### config.mk
export PLATFORM = sky130hd
export DESIGN_NAME = trcp_top
export DESIGN_NICKNAME = d
export VERILOG_FILES = /design/src/pkg/trcp_pkg.sv /design/src/pkg/trcp_rclk_if.sv /design/src/logic/trcp_read_clock.sv /design/src/logic/trcp_top.sv
export VERILOG_INCLUDE_DIRS = /design/src /design/src/pkg
export SDC_FILE = /design/constraint.sdc
export NUM_CORES = 1
export LEC_CHECK = 0
export BUFFER_PORTS_ARGS = -buffer_cell sky130_fd_sc_hd__buf_2
export CAP_MARGIN = 20
export CORE_ASPECT_RATIO = 0.75
export CORE_MARGIN = 2
export CORE_UTILIZATION = 62
export CTS_CLUSTER_DIAMETER = 30
export DETAILED_ROUTE_END_ITERATION = 10
export GPL_TIMING_DRIVEN = 0
export HOLD_SLACK_MARGIN = 0.02
export PLACE_DENSITY = 0.85
export SKIP_CTS_REPAIR_TIMING = 1
export SLEW_MARGIN = 25
export SYNTH_ARGS = -nofsm -noshare
export SYNTH_HDL_FRONTEND = slang
export SYNTH_SLANG_ARGS = --single-unit
### constraint.sdc
create_clock -name clk_in -period 4.19 [get_ports clk_in]
set_input_delay 1.0475 -clock clk_in [delete_from_list [all_inputs] [get_ports clk_in]]
set_output_delay 1.0475 -clock clk_in [all_outputs]
set_load 0.02 [all_outputs]
### src/pkg/trcp_defines.svh
// Constants of the tape read and check path: step numbers, masks and timing.
// Assumes a single 200 MHz clock; included by the design modules.
`ifndef TRCP_DEFINES_SVH
`define TRCP_DEFINES_SVH
`define TRCP_CLK_NS 5
`define TRCP_US_NS 1000
`define TRCP_US_CYC (`TRCP_US_NS / `TRCP_CLK_NS)
`define TRCP_GATE_MS 4
`define TRCP_GATE_CYC (`TRCP_GATE_MS * 1000000 / `TRCP_CLK_NS)
`define TRCP_STEP_XFER 4'h8
`define TRCP_STEP_CLR 4'h9
`define TRCP_STEP_END_RD 4'ha
`define TRCP_STEP_END_CHK 4'hc
`define TRCP_STEP_TMR_LO 4'h2
`define TRCP_STEP_TMR_HI 4'h3
`define TRCP_MARK_NINE 9'h0c8
`define TRCP_CARE_NINE 9'h1ff
`define TRCP_MARK_SEVEN 9'h00f
`define TRCP_CARE_SEVEN 9'h13f
`define TRCP_CHAR_US 8'h10
`define TRCP_EOB_MARK_US ((`TRCP_CHAR_US * 32'h17) / 32'h0a)
`endif

### src/pkg/trcp_pkg.sv
// Types shared by the read clock and the read check path.
// Assumes trcp_defines.svh is on the include path.
package trcp_pkg;
  // State of the read clock: divider, first-bit latch and step counter.
  typedef struct packed {
    logic [7:0] div;
    logic first_bit;
    logic [3:0] step;
    logic adv;
  } trcp_rclk_s;
  // State of the read check path.
  typedef struct packed {
    logic [8:0] trk_s1;
    logic [8:0] trk_s2;
    logic [19:0] gate_cnt;
    logic gate_run;
    logic data_gate;
    logic [8:0] rr;
    logic [8:0] toggles;
    logic [8:0] wtrig;
    logic [8:0] wbits;
    logic [7:0] chan_byte;
    logic chan_par;
    logic chan_strobe;
    logic held;
    logic rr_vpar_err;
    logic first_char;
    logic bytes_seen;
    logic tm_latch;
    logic p2;
    logic [7:0] eob_us;
    logic read_disc;
    logic lrc_err;
    logic data_check;
    logic unit_check;
    logic unit_exc;
    logic file_end;
    logic sense_strobe;
  } trcp_st_s;
endpackage

### src/pkg/trcp_rclk_if.sv
// Link between the read check path and its read clock.
// Both ends run on the same clock; no crossing is involved.
`timescale 1ns/1ps
interface trcp_rclk_if;
  logic start; // Request to set the first-bit latch.
  logic check_mode; // High selects the longer read-check cycle.
  logic [3:0] step; // Current read clock step.
  logic adv; // One-cycle pulse in the same cycle as each step change.
  logic idle; // Clock stopped and counter at zero.
  modport ctl (output start, output check_mode, input step, input adv, input idle);
  modport clk (input start, input check_mode, output step, output adv, output idle);
endinterface

### src/logic/trcp_read_clock.sv
// Read clock: microsecond divider, first-bit latch and four-stage step counter.
// Assumes its start request is already synchronised to clk_in.
`timescale 1ns/1ps
`include "trcp_defines.svh"
module trcp_read_clock
  import trcp_pkg::*;
(
  // Clock and reset.
  input wire logic clk_in,
  input wire logic resetn_in,
  // Link to the read check path.
  trcp_rclk_if.clk rc
);
  trcp_rclk_s s; // Registered state.
  trcp_rclk_s next_s; // Next state.
  logic us_tick; // One cycle per microsecond drive pulse.
  logic [3:0] limit; // Terminal step for this cycle.

  // Next state: the divider only runs while the latch is on, so every byte starts on a full microsecond.
  always_comb
  begin
    next_s = s;
    next_s.adv = 1'b0;
    limit = rc.check_mode ? `TRCP_STEP_END_CHK : `TRCP_STEP_END_RD;
    us_tick = s.first_bit && (s.div == 8'(`TRCP_US_CYC - 1));
    if (!s.first_bit)
    begin
      // Counter and divider stay at zero between bytes.
      next_s.div = 8'h00;
      next_s.step = 4'h0;
      if (rc.start)
      begin
        next_s.first_bit = 1'b1;
      end
    end
    else if (us_tick)
    begin
      next_s.div = 8'h00;
      next_s.adv = 1'b1;
      if (s.step == limit)
      begin
        // Terminal step drops the latch, which clears every stage.
        next_s.first_bit = 1'b0;
        next_s.step = 4'h0;
      end
      else
      begin
        next_s.step = s.step + 4'h1;
      end
    end
    else
    begin
      next_s.div = s.div + 8'h01;
    end
  end

  // State register.
  always_ff @(posedge clk_in)
  begin
    if (!resetn_in)
    begin
      s <= '0;
    end
    else
    begin
      s <= next_s;
    end
  end

  assign rc.step = s.step;
  assign rc.adv = s.adv;
  assign rc.idle = !s.first_bit;

  a_step_bound: assert property (@(posedge clk_in) disable iff (!resetn_in)
    s.step <= `TRCP_STEP_END_CHK) else $error("Read clock step ran past twelve.");
  a_idle_zero: assert property (@(posedge clk_in) disable iff (!resetn_in)
    !s.first_bit |-> s.step == 4'h0) else $error("Counter not zero while stopped.");
endmodule // trcp_read_clock

### src/logic/trcp_top.sv
// Read side of the tape control: byte assembly, longitudinal check, marker recognition.
// Assumes track inputs arrive asynchronously from the read amplifiers; all other inputs
// come from control logic on clk_in. Command inputs are levels held for the operation.
`timescale 1ns/1ps
`include "trcp_defines.svh"
module trcp_top
  import trcp_pkg::*;
#(
  parameter int unsigned GATE_CYC = `TRCP_GATE_CYC // Start delay into data gate, cycles.
)
(
  // Clock and reset.
  input wire logic clk_in,
  input wire logic resetn_in,
  // Read amplifier outputs, one per track, parity track at bit 8.
  input wire logic [8:0] track_in,
  // Operation levels.
  input wire logic op_read_in,
  input wire logic op_read_check_in,
  input wire logic op_space_block_in,
  input wire logic op_space_file_in,
  input wire logic op_sense_in,
  input wire logic op_write_in,
  input wire logic seven_track_in,
  // Motion timing pulses.
  input wire logic start_delay_in,
  input wire logic stop_delay_in,
  // Write trigger control.
  input wire logic [8:0] write_data_in,
  input wire logic write_pulse_in,
  input wire logic longitudinal_check_char_write_time_in,
  // Channel side.
  output logic [7:0] channel_byte_register_out,
  output logic channel_parity_out,
  output logic channel_strobe_out,
  output logic sense_strobe_out,
  // Check and status.
  output logic [8:0] track_parity_toggles_out,
  output logic vertical_parity_check_out,
  output logic lrc_error_out,
  output logic data_check_out,
  output logic unit_check_out,
  output logic unit_exception_out,
  output logic space_file_end_out,
  output logic read_disconnect_out,
  output logic file_marker_out,
  output logic data_gate_out,
  // Write triggers.
  output logic [8:0] write_bits_out
);
  trcp_st_s s; // Registered state.
  trcp_st_s next_s; // Next state.
  trcp_rclk_if rc_if (); // Link to the read clock.
  logic reading; // Read forward in progress.
  logic checking; // Read-check of a write in progress.
  logic any_read; // Any operation that reads tape.
  logic ph1; // Step nine, first phase.
  logic ph2; // Step nine, second phase.
  logic xfer; // Step eight set pulse.
  logic tm_rst_win; // Steps two or three of a byte.
  logic mark; // Current byte has marker shape.
  logic rc_was_idle; // Clock idle last cycle, helper for checks.

  // Marker shape decoder, used on the current byte in the assembly latches.
  function automatic logic trcp_is_mark(input logic [8:0] b, input logic seven);
    if (seven)
    begin
      trcp_is_mark = (b & `TRCP_CARE_SEVEN) == `TRCP_MARK_SEVEN;
    end
    else
    begin
      trcp_is_mark = (b & `TRCP_CARE_NINE) == `TRCP_MARK_NINE;
    end
  endfunction

  // Microsecond boundary seen from here: the clock is stopped, so count cycles locally.
  // A separate counter, the same 8-bit width as the read clock divider, times blank space.
  logic [7:0] idle_div; // Free divider for blank-space timing.
  function automatic logic u_rclk_us();
    u_rclk_us = (idle_div == 8'(`TRCP_US_CYC - 1));
  endfunction

  // Read clock instance.
  trcp_read_clock u_rclk (
    .clk_in(clk_in),
    .resetn_in(resetn_in),
    .rc(rc_if)
  );

  // Step decodes. Phase two of step nine is the cycle after phase one.
  always_comb
  begin
    reading = op_read_in || op_space_block_in || op_space_file_in;
    checking = op_read_check_in;
    any_read = reading || checking;
    xfer = rc_if.adv && (rc_if.step == `TRCP_STEP_XFER);
    ph1 = rc_if.adv && (rc_if.step == `TRCP_STEP_CLR);
    ph2 = s.p2;
    tm_rst_win = (rc_if.step == `TRCP_STEP_TMR_LO) || (rc_if.step == `TRCP_STEP_TMR_HI);
    mark = trcp_is_mark(s.rr, seven_track_in);
    // Any synchronised track bit starts the clock while stopped and gated; sense runs it freely.
    rc_if.start = rc_if.idle && ((s.data_gate && (|s.trk_s2)) || op_sense_in);
    rc_if.check_mode = checking;
  end

  // Next state of the whole path.
  always_comb
  begin
    next_s = s;
    next_s.chan_strobe = 1'b0;
    next_s.sense_strobe = 1'b0;
    next_s.wbits = 9'h000;
    next_s.p2 = ph1;
    // Two flip-flops before the tracks are looked at.
    next_s.trk_s1 = track_in;
    next_s.trk_s2 = s.trk_s1;

    // Data gate: counted from the start delay, dropped at stop delay.
    if (start_delay_in)
    begin
      next_s.gate_run = 1'b1;
      next_s.gate_cnt = 20'h00000;
      next_s.data_gate = 1'b0;
      // A new block clears status and arms first-character logic.
      next_s.first_char = 1'b1;
      next_s.bytes_seen = 1'b0;
      next_s.tm_latch = 1'b0;
      next_s.held = 1'b0;
      next_s.read_disc = 1'b0;
      next_s.eob_us = 8'h00;
      next_s.lrc_err = 1'b0;
      next_s.data_check = 1'b0;
      next_s.unit_check = 1'b0;
      next_s.unit_exc = 1'b0;
      next_s.file_end = 1'b0;
      next_s.rr_vpar_err = 1'b0;
      next_s.toggles = 9'h000;
    end
    else if (stop_delay_in)
    begin
      next_s.gate_run = 1'b0;
      next_s.data_gate = 1'b0;
    end
    else if (s.gate_run && !s.data_gate)
    begin
      if (s.gate_cnt == 20'(GATE_CYC - 1))
      begin
        next_s.data_gate = 1'b1;
      end
      else
      begin
        next_s.gate_cnt = s.gate_cnt + 20'h00001;
      end
    end

    // Byte assembly: ones are caught as they arrive, cleared at step nine.
    if (!s.data_gate || ph1)
    begin
      next_s.rr = 9'h000;
    end
    else
    begin
      next_s.rr = s.rr | s.trk_s2;
    end

    // Check toggles flip on each new one bit in the latches, with no set pulse.
    if (any_read && !start_delay_in)
    begin
      next_s.toggles = s.toggles ^ (next_s.rr & ~s.rr);
    end

    // Step eight: read moves the byte toward the channel; read-check checks parity only.
    if (xfer && op_read_in && !op_write_in)
    begin
      next_s.chan_byte = s.rr[7:0];
      next_s.chan_par = s.rr[8];
      if (s.first_char && mark)
      begin
        // A suspect first byte waits until the block proves to be data.
        next_s.held = 1'b1;
      end
      else if (!s.tm_latch)
      begin
        next_s.chan_strobe = 1'b1;
      end
    end
    if (xfer && checking)
    begin
      // Odd parity expected across all nine tracks.
      next_s.rr_vpar_err = s.rr_vpar_err || !(^s.rr);
    end

    // Marker sample at step nine phase one on the first byte of a forward block.
    if (ph1 && reading && s.first_char)
    begin
      next_s.bytes_seen = 1'b1;
      if (mark)
      begin
        next_s.tm_latch = 1'b1;
      end
    end
    if (ph2 && reading)
    begin
      next_s.first_char = 1'b0;
    end

    // A second byte one space later proves data; disconnect freezes the latch.
    if (s.tm_latch && !s.read_disc && !s.first_char && !rc_if.idle && tm_rst_win)
    begin
      next_s.tm_latch = 1'b0;
      if (s.held)
      begin
        next_s.held = 1'b0;
        next_s.chan_strobe = 1'b1;
      end
    end

    // Blank-space counter: microseconds since the clock last stopped.
    if (!rc_if.idle)
    begin
      next_s.eob_us = 8'h00;
    end
    else if (u_rclk_us() && s.eob_us != 8'hff)
    begin
      next_s.eob_us = s.eob_us + 8'h01;
    end

    // Blank space after a marker-shaped first byte: it is a marker block.
    if (s.tm_latch && !s.read_disc && reading && (s.eob_us == 8'(`TRCP_EOB_MARK_US)))
    begin
      next_s.read_disc = 1'b1;
      next_s.held = 1'b0;
      if (op_space_file_in)
      begin
        next_s.file_end = 1'b1;
      end
      else
      begin
        next_s.unit_exc = 1'b1;
      end
    end

    // End of block: disconnect samples the check toggles.
    if (stop_delay_in && any_read)
    begin
      next_s.read_disc = 1'b1;
      if (|s.toggles)
      begin
        next_s.lrc_err = 1'b1;
        next_s.data_check = 1'b1;
        next_s.unit_check = 1'b1;
      end
    end

    // Sense bytes are spaced by the terminal step of the read clock.
    if (op_sense_in && rc_if.adv && rc_if.step == 4'h0)
    begin
      next_s.sense_strobe = 1'b1;
    end

    // Write triggers: flipped by data, those still on write the check character.
    if (!op_write_in)
    begin
      next_s.wtrig = 9'h000;
    end
    else if (longitudinal_check_char_write_time_in)
    begin
      next_s.wbits = s.wtrig;
      next_s.wtrig = 9'h000;
    end
    else if (write_pulse_in)
    begin
      next_s.wtrig = s.wtrig ^ write_data_in;
    end
  end

  // Blank-space divider register.
  always_ff @(posedge clk_in)
  begin
    if (!resetn_in || !rc_if.idle)
    begin
      idle_div <= 8'h00;
    end
    else if (u_rclk_us())
    begin
      idle_div <= 8'h00;
    end
    else
    begin
      idle_div <= idle_div + 8'h01;
    end
  end

  // State register.
  always_ff @(posedge clk_in)
  begin
    if (!resetn_in)
    begin
      s <= '0;
      rc_was_idle <= 1'b1;
    end
    else
    begin
      s <= next_s;
      rc_was_idle <= rc_if.idle;
    end
  end

  // Outputs, all taken from the state register.
  assign channel_byte_register_out = s.chan_byte;
  assign channel_parity_out = s.chan_par;
  assign channel_strobe_out = s.chan_strobe;
  assign sense_strobe_out = s.sense_strobe;
  assign track_parity_toggles_out = s.toggles;
  assign vertical_parity_check_out = s.rr_vpar_err;
  assign lrc_error_out = s.lrc_err;
  assign data_check_out = s.data_check;
  assign unit_check_out = s.unit_check;
  assign unit_exception_out = s.unit_exc;
  assign space_file_end_out = s.file_end;
  assign read_disconnect_out = s.read_disc;
  assign file_marker_out = s.tm_latch;
  assign data_gate_out = s.data_gate;
  assign write_bits_out = s.wbits;

  a_gate_clears_rr: assert property (@(posedge clk_in) disable iff (!resetn_in)
    !s.data_gate |=> s.rr == 9'h000) else $error("Latches not cleared without gate.");
  a_step9_clears: assert property (@(posedge clk_in) disable iff (!resetn_in)
    ph1 |=> s.rr == 9'h000) else $error("Latches not cleared at step nine.");
  a_no_start_ungated: assert property (@(posedge clk_in) disable iff (!resetn_in)
    rc_was_idle && !rc_if.idle && !op_sense_in |-> $past(s.data_gate)) else $error("Clock started ungated.");
  a_lrc_sets_checks: assert property (@(posedge clk_in) disable iff (!resetn_in)
    stop_delay_in && any_read && !start_delay_in && (|s.toggles) |=> s.lrc_err && s.data_check && s.unit_check)
    else $error("Toggle left on did not flag errors.");
  a_no_xfer_write: assert property (@(posedge clk_in) disable iff (!resetn_in)
    op_write_in |=> !s.chan_strobe) else $error("Byte sent during write.");
  a_marker_blocks: assert property (@(posedge clk_in) disable iff (!resetn_in)
    s.tm_latch && s.read_disc |-> !s.chan_strobe) else $error("Service given for a marker.");
  a_file_no_exc: assert property (@(posedge clk_in) disable iff (!resetn_in)
    $rose(s.file_end) |-> !s.unit_exc) else $error("File spacing raised exception.");
  a_wbits_trig: assert property (@(posedge clk_in) disable iff (!resetn_in)
    op_write_in && longitudinal_check_char_write_time_in && !start_delay_in |=> s.wbits == $past(s.wtrig) && s.wtrig == 9'h000)
    else $error("Check character bits wrong.");
  a_mark_decode: assert property (@(posedge clk_in) disable iff (!resetn_in)
    ph1 && reading && s.first_char && !start_delay_in && mark |=> s.tm_latch)
    else $error("Marker shape not latched.");
  a_first_char_clr: assert property (@(posedge clk_in) disable iff (!resetn_in)
    ph2 && reading && !start_delay_in |=> !s.first_char) else $error("First-character latch held.");
endmodule // trcp_top

==> results of run 1 <==
## Yosys cell counts, types with 2 or more instances
master      n
nor3_1      5
and2_1     29
o21ai_0    17
xor2_1     38
buf_4      26
nand4b_1    3
mux2i_1     9
nor3b_1     6
clkbuf_1   10
nand4_1     8
a21oi_1    16
a211oi_1    2
or3_1       8
inv_1      13
o21bai_1    2
buf_2       3
nand3b_1    8
dfxtp_1   128
xnor2_1     9
ha_1       15
and3_1     11
nand2b_1    3
a22oi_1     2
nor4_1      7
a21boi_0    3
nand2_1    31
or4_1       2
o21a_1      2
nor2b_1    14
and4_1      7
nand3_1    31
a21o_1      5
nor2_1     79
## state kept, by name, indices dropped and copies added, names as in the netlist, 4 cells and up
register	flops
s	58
idle_div	8
next_s	9
write_bits_out	9
channel_byte_register_out	8
u_rclk.rc.step	4
track_parity_toggles_out	9
u_rclk.s	9
## worst paths after layout
check | end | cells after the start | slack, ps
max | track_parity_toggles_out[0] | 6 | 1920
min | s[18] | 1 | 410
max reg2reg | s[12] | 6 | 2010
min reg2reg | s[18] | 1 | 410
## kinds of logic (layout without fill, tap and decap cells)
family                     count (synthesis)  count (layout)  share of synthesized area [%]
xor gates and xnor gates                  47              47                           7.64
muxes                                      9               9                           1.67
buffers and inverters                     52             151                           5.51
DFF                                      128             128                           47.6
and+or+nand+nor                          267             267                           27.1
AOI/OAI and AO/OA                         60              60                           7.04
adders and majority gates                 15              15                           3.48
## per-stage QoR
stage               instances  hold WS, ps  setup WS [ps]  power [mW]
global route              785          429           1770        2.91
detailed placement        753          394           1480        1.35
floorplan                 578          383           1970        1.31
finish                    785          410           1920        2.83
global placement          753          393           1590        1.34
CTS                       785          406           1910        2.84
## routing by layer
metal	global-route usage, %	part of all wire, %	up-vias
met3	6.57	4.7	39
met5	0	0	-
li1	-	-	2125
met1	32.9	43	2126
met2	46.3	50	137
met4	11.8	2.6	0
## report_power, final
group          switching (mW)  internal [mW]  leakage [nW]
sequential             0.0107           1.23          1.04
combinational          0.0494         0.0323          1.37
clock                   0.528          0.981         0.289
total                   0.588           2.25          2.70
## worst max-delay path, delay by kind of cell
family / cells / cell delay (ps)
buf+inv: 4 / 1210
simple gates: 2 / 280
## final cells by class
cell class              instances  area (um^2)
well taps                     108          135
repair buffers                 67          335
clock buffers                  23          478
clock inverters                 9          131
multi-input cells             398         2530
inverters                      13         48.8
flip-flops and latches        128         2560
plain buffers                  39          248
fillers                       559         1990
==> impl_metrics.json, run 1 <==
{
  "hold_class": "reg -> reg",
  "yosys_warnings": 0,
  "synthArstFlopShare_pct": 0,
  "hpwl_um": 8440,
  "core-area_um2": 8450,
  "grt_antenna_before_repair": 0,
  "ios": 69,
  "routedWlPerCell_um": 15.8,
  "synth_area_per_cell_um2": 9.32,
  "cts.path.max_buffers": 2,
  "most-common-layout-cells": "dfxtp_1 (128), nor2_1 (79), buf_2 (70)",
  "crit_arrival_ps": 2550,
  "slew_viol_final": 0,
  "final_common_cell": "dfxtp_1",
  "final_antenna_net_count": 0,
  "grt_pass1_vias": 4334,
  "wl_um": 12400,
  "num_vias": 4427,
  "cp-start-kind": "input port",
  "end_kind": "flip-flop",
  "row_count": 29,
  "nNetsFinal": 710,
  "stdcell_area_um2": 6470,
  "die_x_um": 112,
  "drive_gt1_share_pct": 19.8,
  "grt_usage_pct": 27.1,
  "fin_crit_sh_pct": 54.2,
  "initial_core_util_pct": 63.7,
  "diodes": 0,
  "drt_iter0_markers": 287,
  "required_ps": 4470,
  "critPathMostFrequentCell": "clkbuf_1",
  "drt-vias-per-instance": 5.64,
  "placed_area_um2": 5860,
  "synth_ff_type": "dfxtp_1",
  "clock_latency_ps": 410,
  "dieHeight_um": 84.7,
  "crit_type": "in -> reg",
  "worst_slew_pin_slew_ps": 632,
  "status": "completed",
  "p_leak_nw": 2.70,
  "syn_inst": 578,
  "overflow": 0,
  "die-area_um2": 9460,
  "ys_types": 59,
  "ir_worst_vdd_mv": 0.331,
  "cts_tree": "done",
  "yosys.area.top_type_share_pct": 47.6,
  "skew_ps": 6.69,
  "port_buffers": 67,
  "clk_pin_slew_worst_paths_ps": 60,
  "drc": 0,
  "area_growth_syn_to_layout_pct": 20.0,
  "crit_start": "resetn_in",
  "cts_made_buffers": 17,
  "rsz0062_at_grt": "no",
  "r2r-start": "idle_div[0]",
  "maxSlewHeadroom_pct": 57.5,
  "finalSetupViolations": 0,
  "finalSetupTns_ps": 0,
  "power.density_nw_per_um2": 438,
  "synthesis.area_um2": 5390,
  "crit_fanout": 10,
  "final_util_pct": 76.5,
  "cts_max_level": 4,
  "place_congestion": 0.884,
  "grt_max_degree": 17,
  "path_cells": "buf_2 > clkbuf_1 > nand2_1 > clkbuf_1 > clkbuf_1 > nor2_1",
  "fin_crit_ps": 2270,
  "clock-sinks": 128,
  "maxCapViolCount": 0,
  "min_from": "ph2",
  "yosys.area.top_type": "dfxtp_1",
  "synth-edff-count": 0,
  "dr.pass1.iters": 5,
  "fmax_mhz": 440,
  "finalHoldViolCount": 0,
  "syn_nets": 624,
  "ys_ff_latch": 128,
  "yosysSeqAreaShare_pct": 47.6,
  "cts_root_buffer": "clkbuf_16",
  "cp_slowest_cell": "clkbuf_1",
  "grt_pass1_wl_um": 20200,
  "synthTopCellsByArea": "dfxtp_1 (48%), xor2_1 (6.2%), nor2_1 (5.5%)",
  "critPathMaxStageDelay_ps": 450
}
(Power assumes the default switching activity.)
==> run 2: changes to the inputs <==
CORE_UTILIZATION = 57   (was 62)
PLACE_DENSITY = 0.79   (was 0.85)
clock period = 2.2 ns   (was 4.19 ns; I/O delays follow)
==> run 2 against run 1 <==
Compared with the run above:
- non-clock buffer count unchanged
- register-to-register slack got worse by 1900 ps
- clock power increased by 90%
- critical path depth unchanged
- cell area increased by 0.62%
- utilization decreased by 5.2 points
- power increased by 90%
- sequential power increased by 91%
- count of clock-buffer cells in the layout decreased by 4
- first-iteration DRC count decreased by 13%
- combinational power increased by 88%
- critical endpoint is now s[9]
- largest cell class unchanged
==> impl_metrics.json, run 2 (synthesis results as in run 1) <==
{
  "slew_viol_final": 0,
  "holdPathEnd": "next_s[92]",
  "initial_core_util_pct": 59.1,
  "skew_ps": 9.90,
  "grt_pass1_vias": 4008,
  "worst-r2r-setup-slack_ps": 110,
  "worst_slack_ps": 111,
  "cts_made_buffers": 17,
  "port_buffers": 67,
  "grt_max_degree": 17,
  "status": "completed",
  "regArea_um2": 2560,
  "largest_reg_flops": 58,
  "die_x_um": 116,
  "p_leak_nw": 2.70,
  "multi_input_area_um2": 2540,
  "drt_iter0_markers": 251,
  "drc": 0,
  "cts_max_level": 4,
  "most-common-layout-cells": "dfxtp_1 (128), nor2_1 (79), buf_2 (70)",
  "drt-vias-per-instance": 5.32,
  "rsz0062_at_grt": "yes",
  "core-area_um2": 9120,
  "num_vias": 4286,
  "grt_antenna_before_repair": 0,
  "drive_gt1_share_pct": 20.4,
  "fmax_mhz": 479,
  "crit_fanout": 6,
  "fill_cells": 702,
  "clock-sinks": 128,
  "overflow": 0,
  "required_ps": 2560,
  "final_common_cell": "dfxtp_1",
  "min_delay_path_depth": 2,
  "crit_arrival_ps": 2450,
  "routedWlPerCell_um": 14.6,
  "top_register": "s",
  "worst_slew_pin_slew_ps": 677,
  "cts_tree": "done",
  "grt_pass1_wl_um": 18900,
  "hold_class": "in -> reg",
  "final_antenna_net_count": 0,
  "clk_pin_slew_worst_paths_ps": 60,
  "finalHoldViolCount": 0,
  "end_kind": "flip-flop",
  "holdWs_ps": 336,
  "dieHeight_um": 88.2,
  "ir_worst_vdd_mv": 0.641,
  "cts_root_buffer": "clkbuf_16",
  "nNetsFinal": 710,
  "row_count": 30,
  "pre_cts_ws_ps": 41.0,
  "min_from": "track_in[3]",
  "ios": 69,
  "crit_type": "reg -> reg",
  "final_util_pct": 71.3,
  "fin_crit_sh_pct": 94.9,
  "clock_latency_ps": 420,
  "maxCapViolCount": 0,
  "rr_worst_depth": 6,
  "area_growth_syn_to_layout_pct": 20.8,
  "r2r-start": "s[7]",
  "dr.pass1.iters": 6,
  "hpwl_um": 8060,
  "finalSetupViolations": 0,
  "grt_usage_pct": 24.2,
  "rr_endpoint": "s[9]",
  "fin_crit_ps": 2090,
  "wl_um": 11700,
  "place_congestion": 0.847,
  "diodes": 0,
  "cp-start-kind": "flip-flop",
  "maxSlewHeadroom_pct": 54.5,
  "cts.path.max_buffers": 2,
  "die-area_um2": 10300,
  "power.density_nw_per_um2": 830
}
[run 2: worst max path at each step]
stage | from | end | slack (ps) | cells after the start
after detailed placement | resetn_in | s[86] | 40 | 6
final | s[7] | s[9] | 110 | 6
after global placement | resetn_in | track_parity_toggles_out[2] | 80 | 6
after floorplan | idle_div[0] | s[11] | 450 | 6
after CTS | s[69] | s[69] | 130 | 7
after global routing | s[69] | s[69] | -6 | 7
[run 2: worst max-delay path: stages, from the launching register on]
cell and delay [ps]:
dfxtp_1 420, ha_1 240, and4_1 310, nand4_1 240, a211oi_2 510, o21bai_1 180, a21o_1 130
[run 2: power breakdown]
part | switching (mW) | internal (mW)
combinational | 0.0923 | 0.0615
sequential | 0.0197 | 2.35
clock | 1.04 | 1.84
[run 2: final cells by class]
class                   instances  area share (%)
plain buffers                  39            3.81
well taps                     128            2.46
flip-flops and latches        128            39.4
repair buffers                 67            5.15
multi-input cells             398            39.0
inverters                      13           0.750
clock inverters                13            2.48
clock buffers                  19            6.96
[run 2: per-stage QoR]
stage          cell area [um^2]  cells  power [mW]  setup TNS [ps]
2_1_floorplan              5390    578        2.50               0
3_5_place_dp               5880    773        2.57               0
6_report                   6510    805        5.40               0
3_3_place_gp               5880    773        2.56               0
5_1_grt                    6510    805        5.55           -6.22
4_1_cts                    6500    805        5.42               0
[run 2: metal layers]
metal | vias to the layer above | global-route usage, % | routed length (um) | share of wire, %
met5 | - | 0 | 0 | 0
met4 | 0 | 12.1 | 330 | 2.8
met3 | 32 | 6.71 | 563 | 4.8
met2 | 115 | 38.7 | 5470 | 47
met1 | 2010 | 30.4 | 5370 | 46
li1 | 2129 | - | - | -
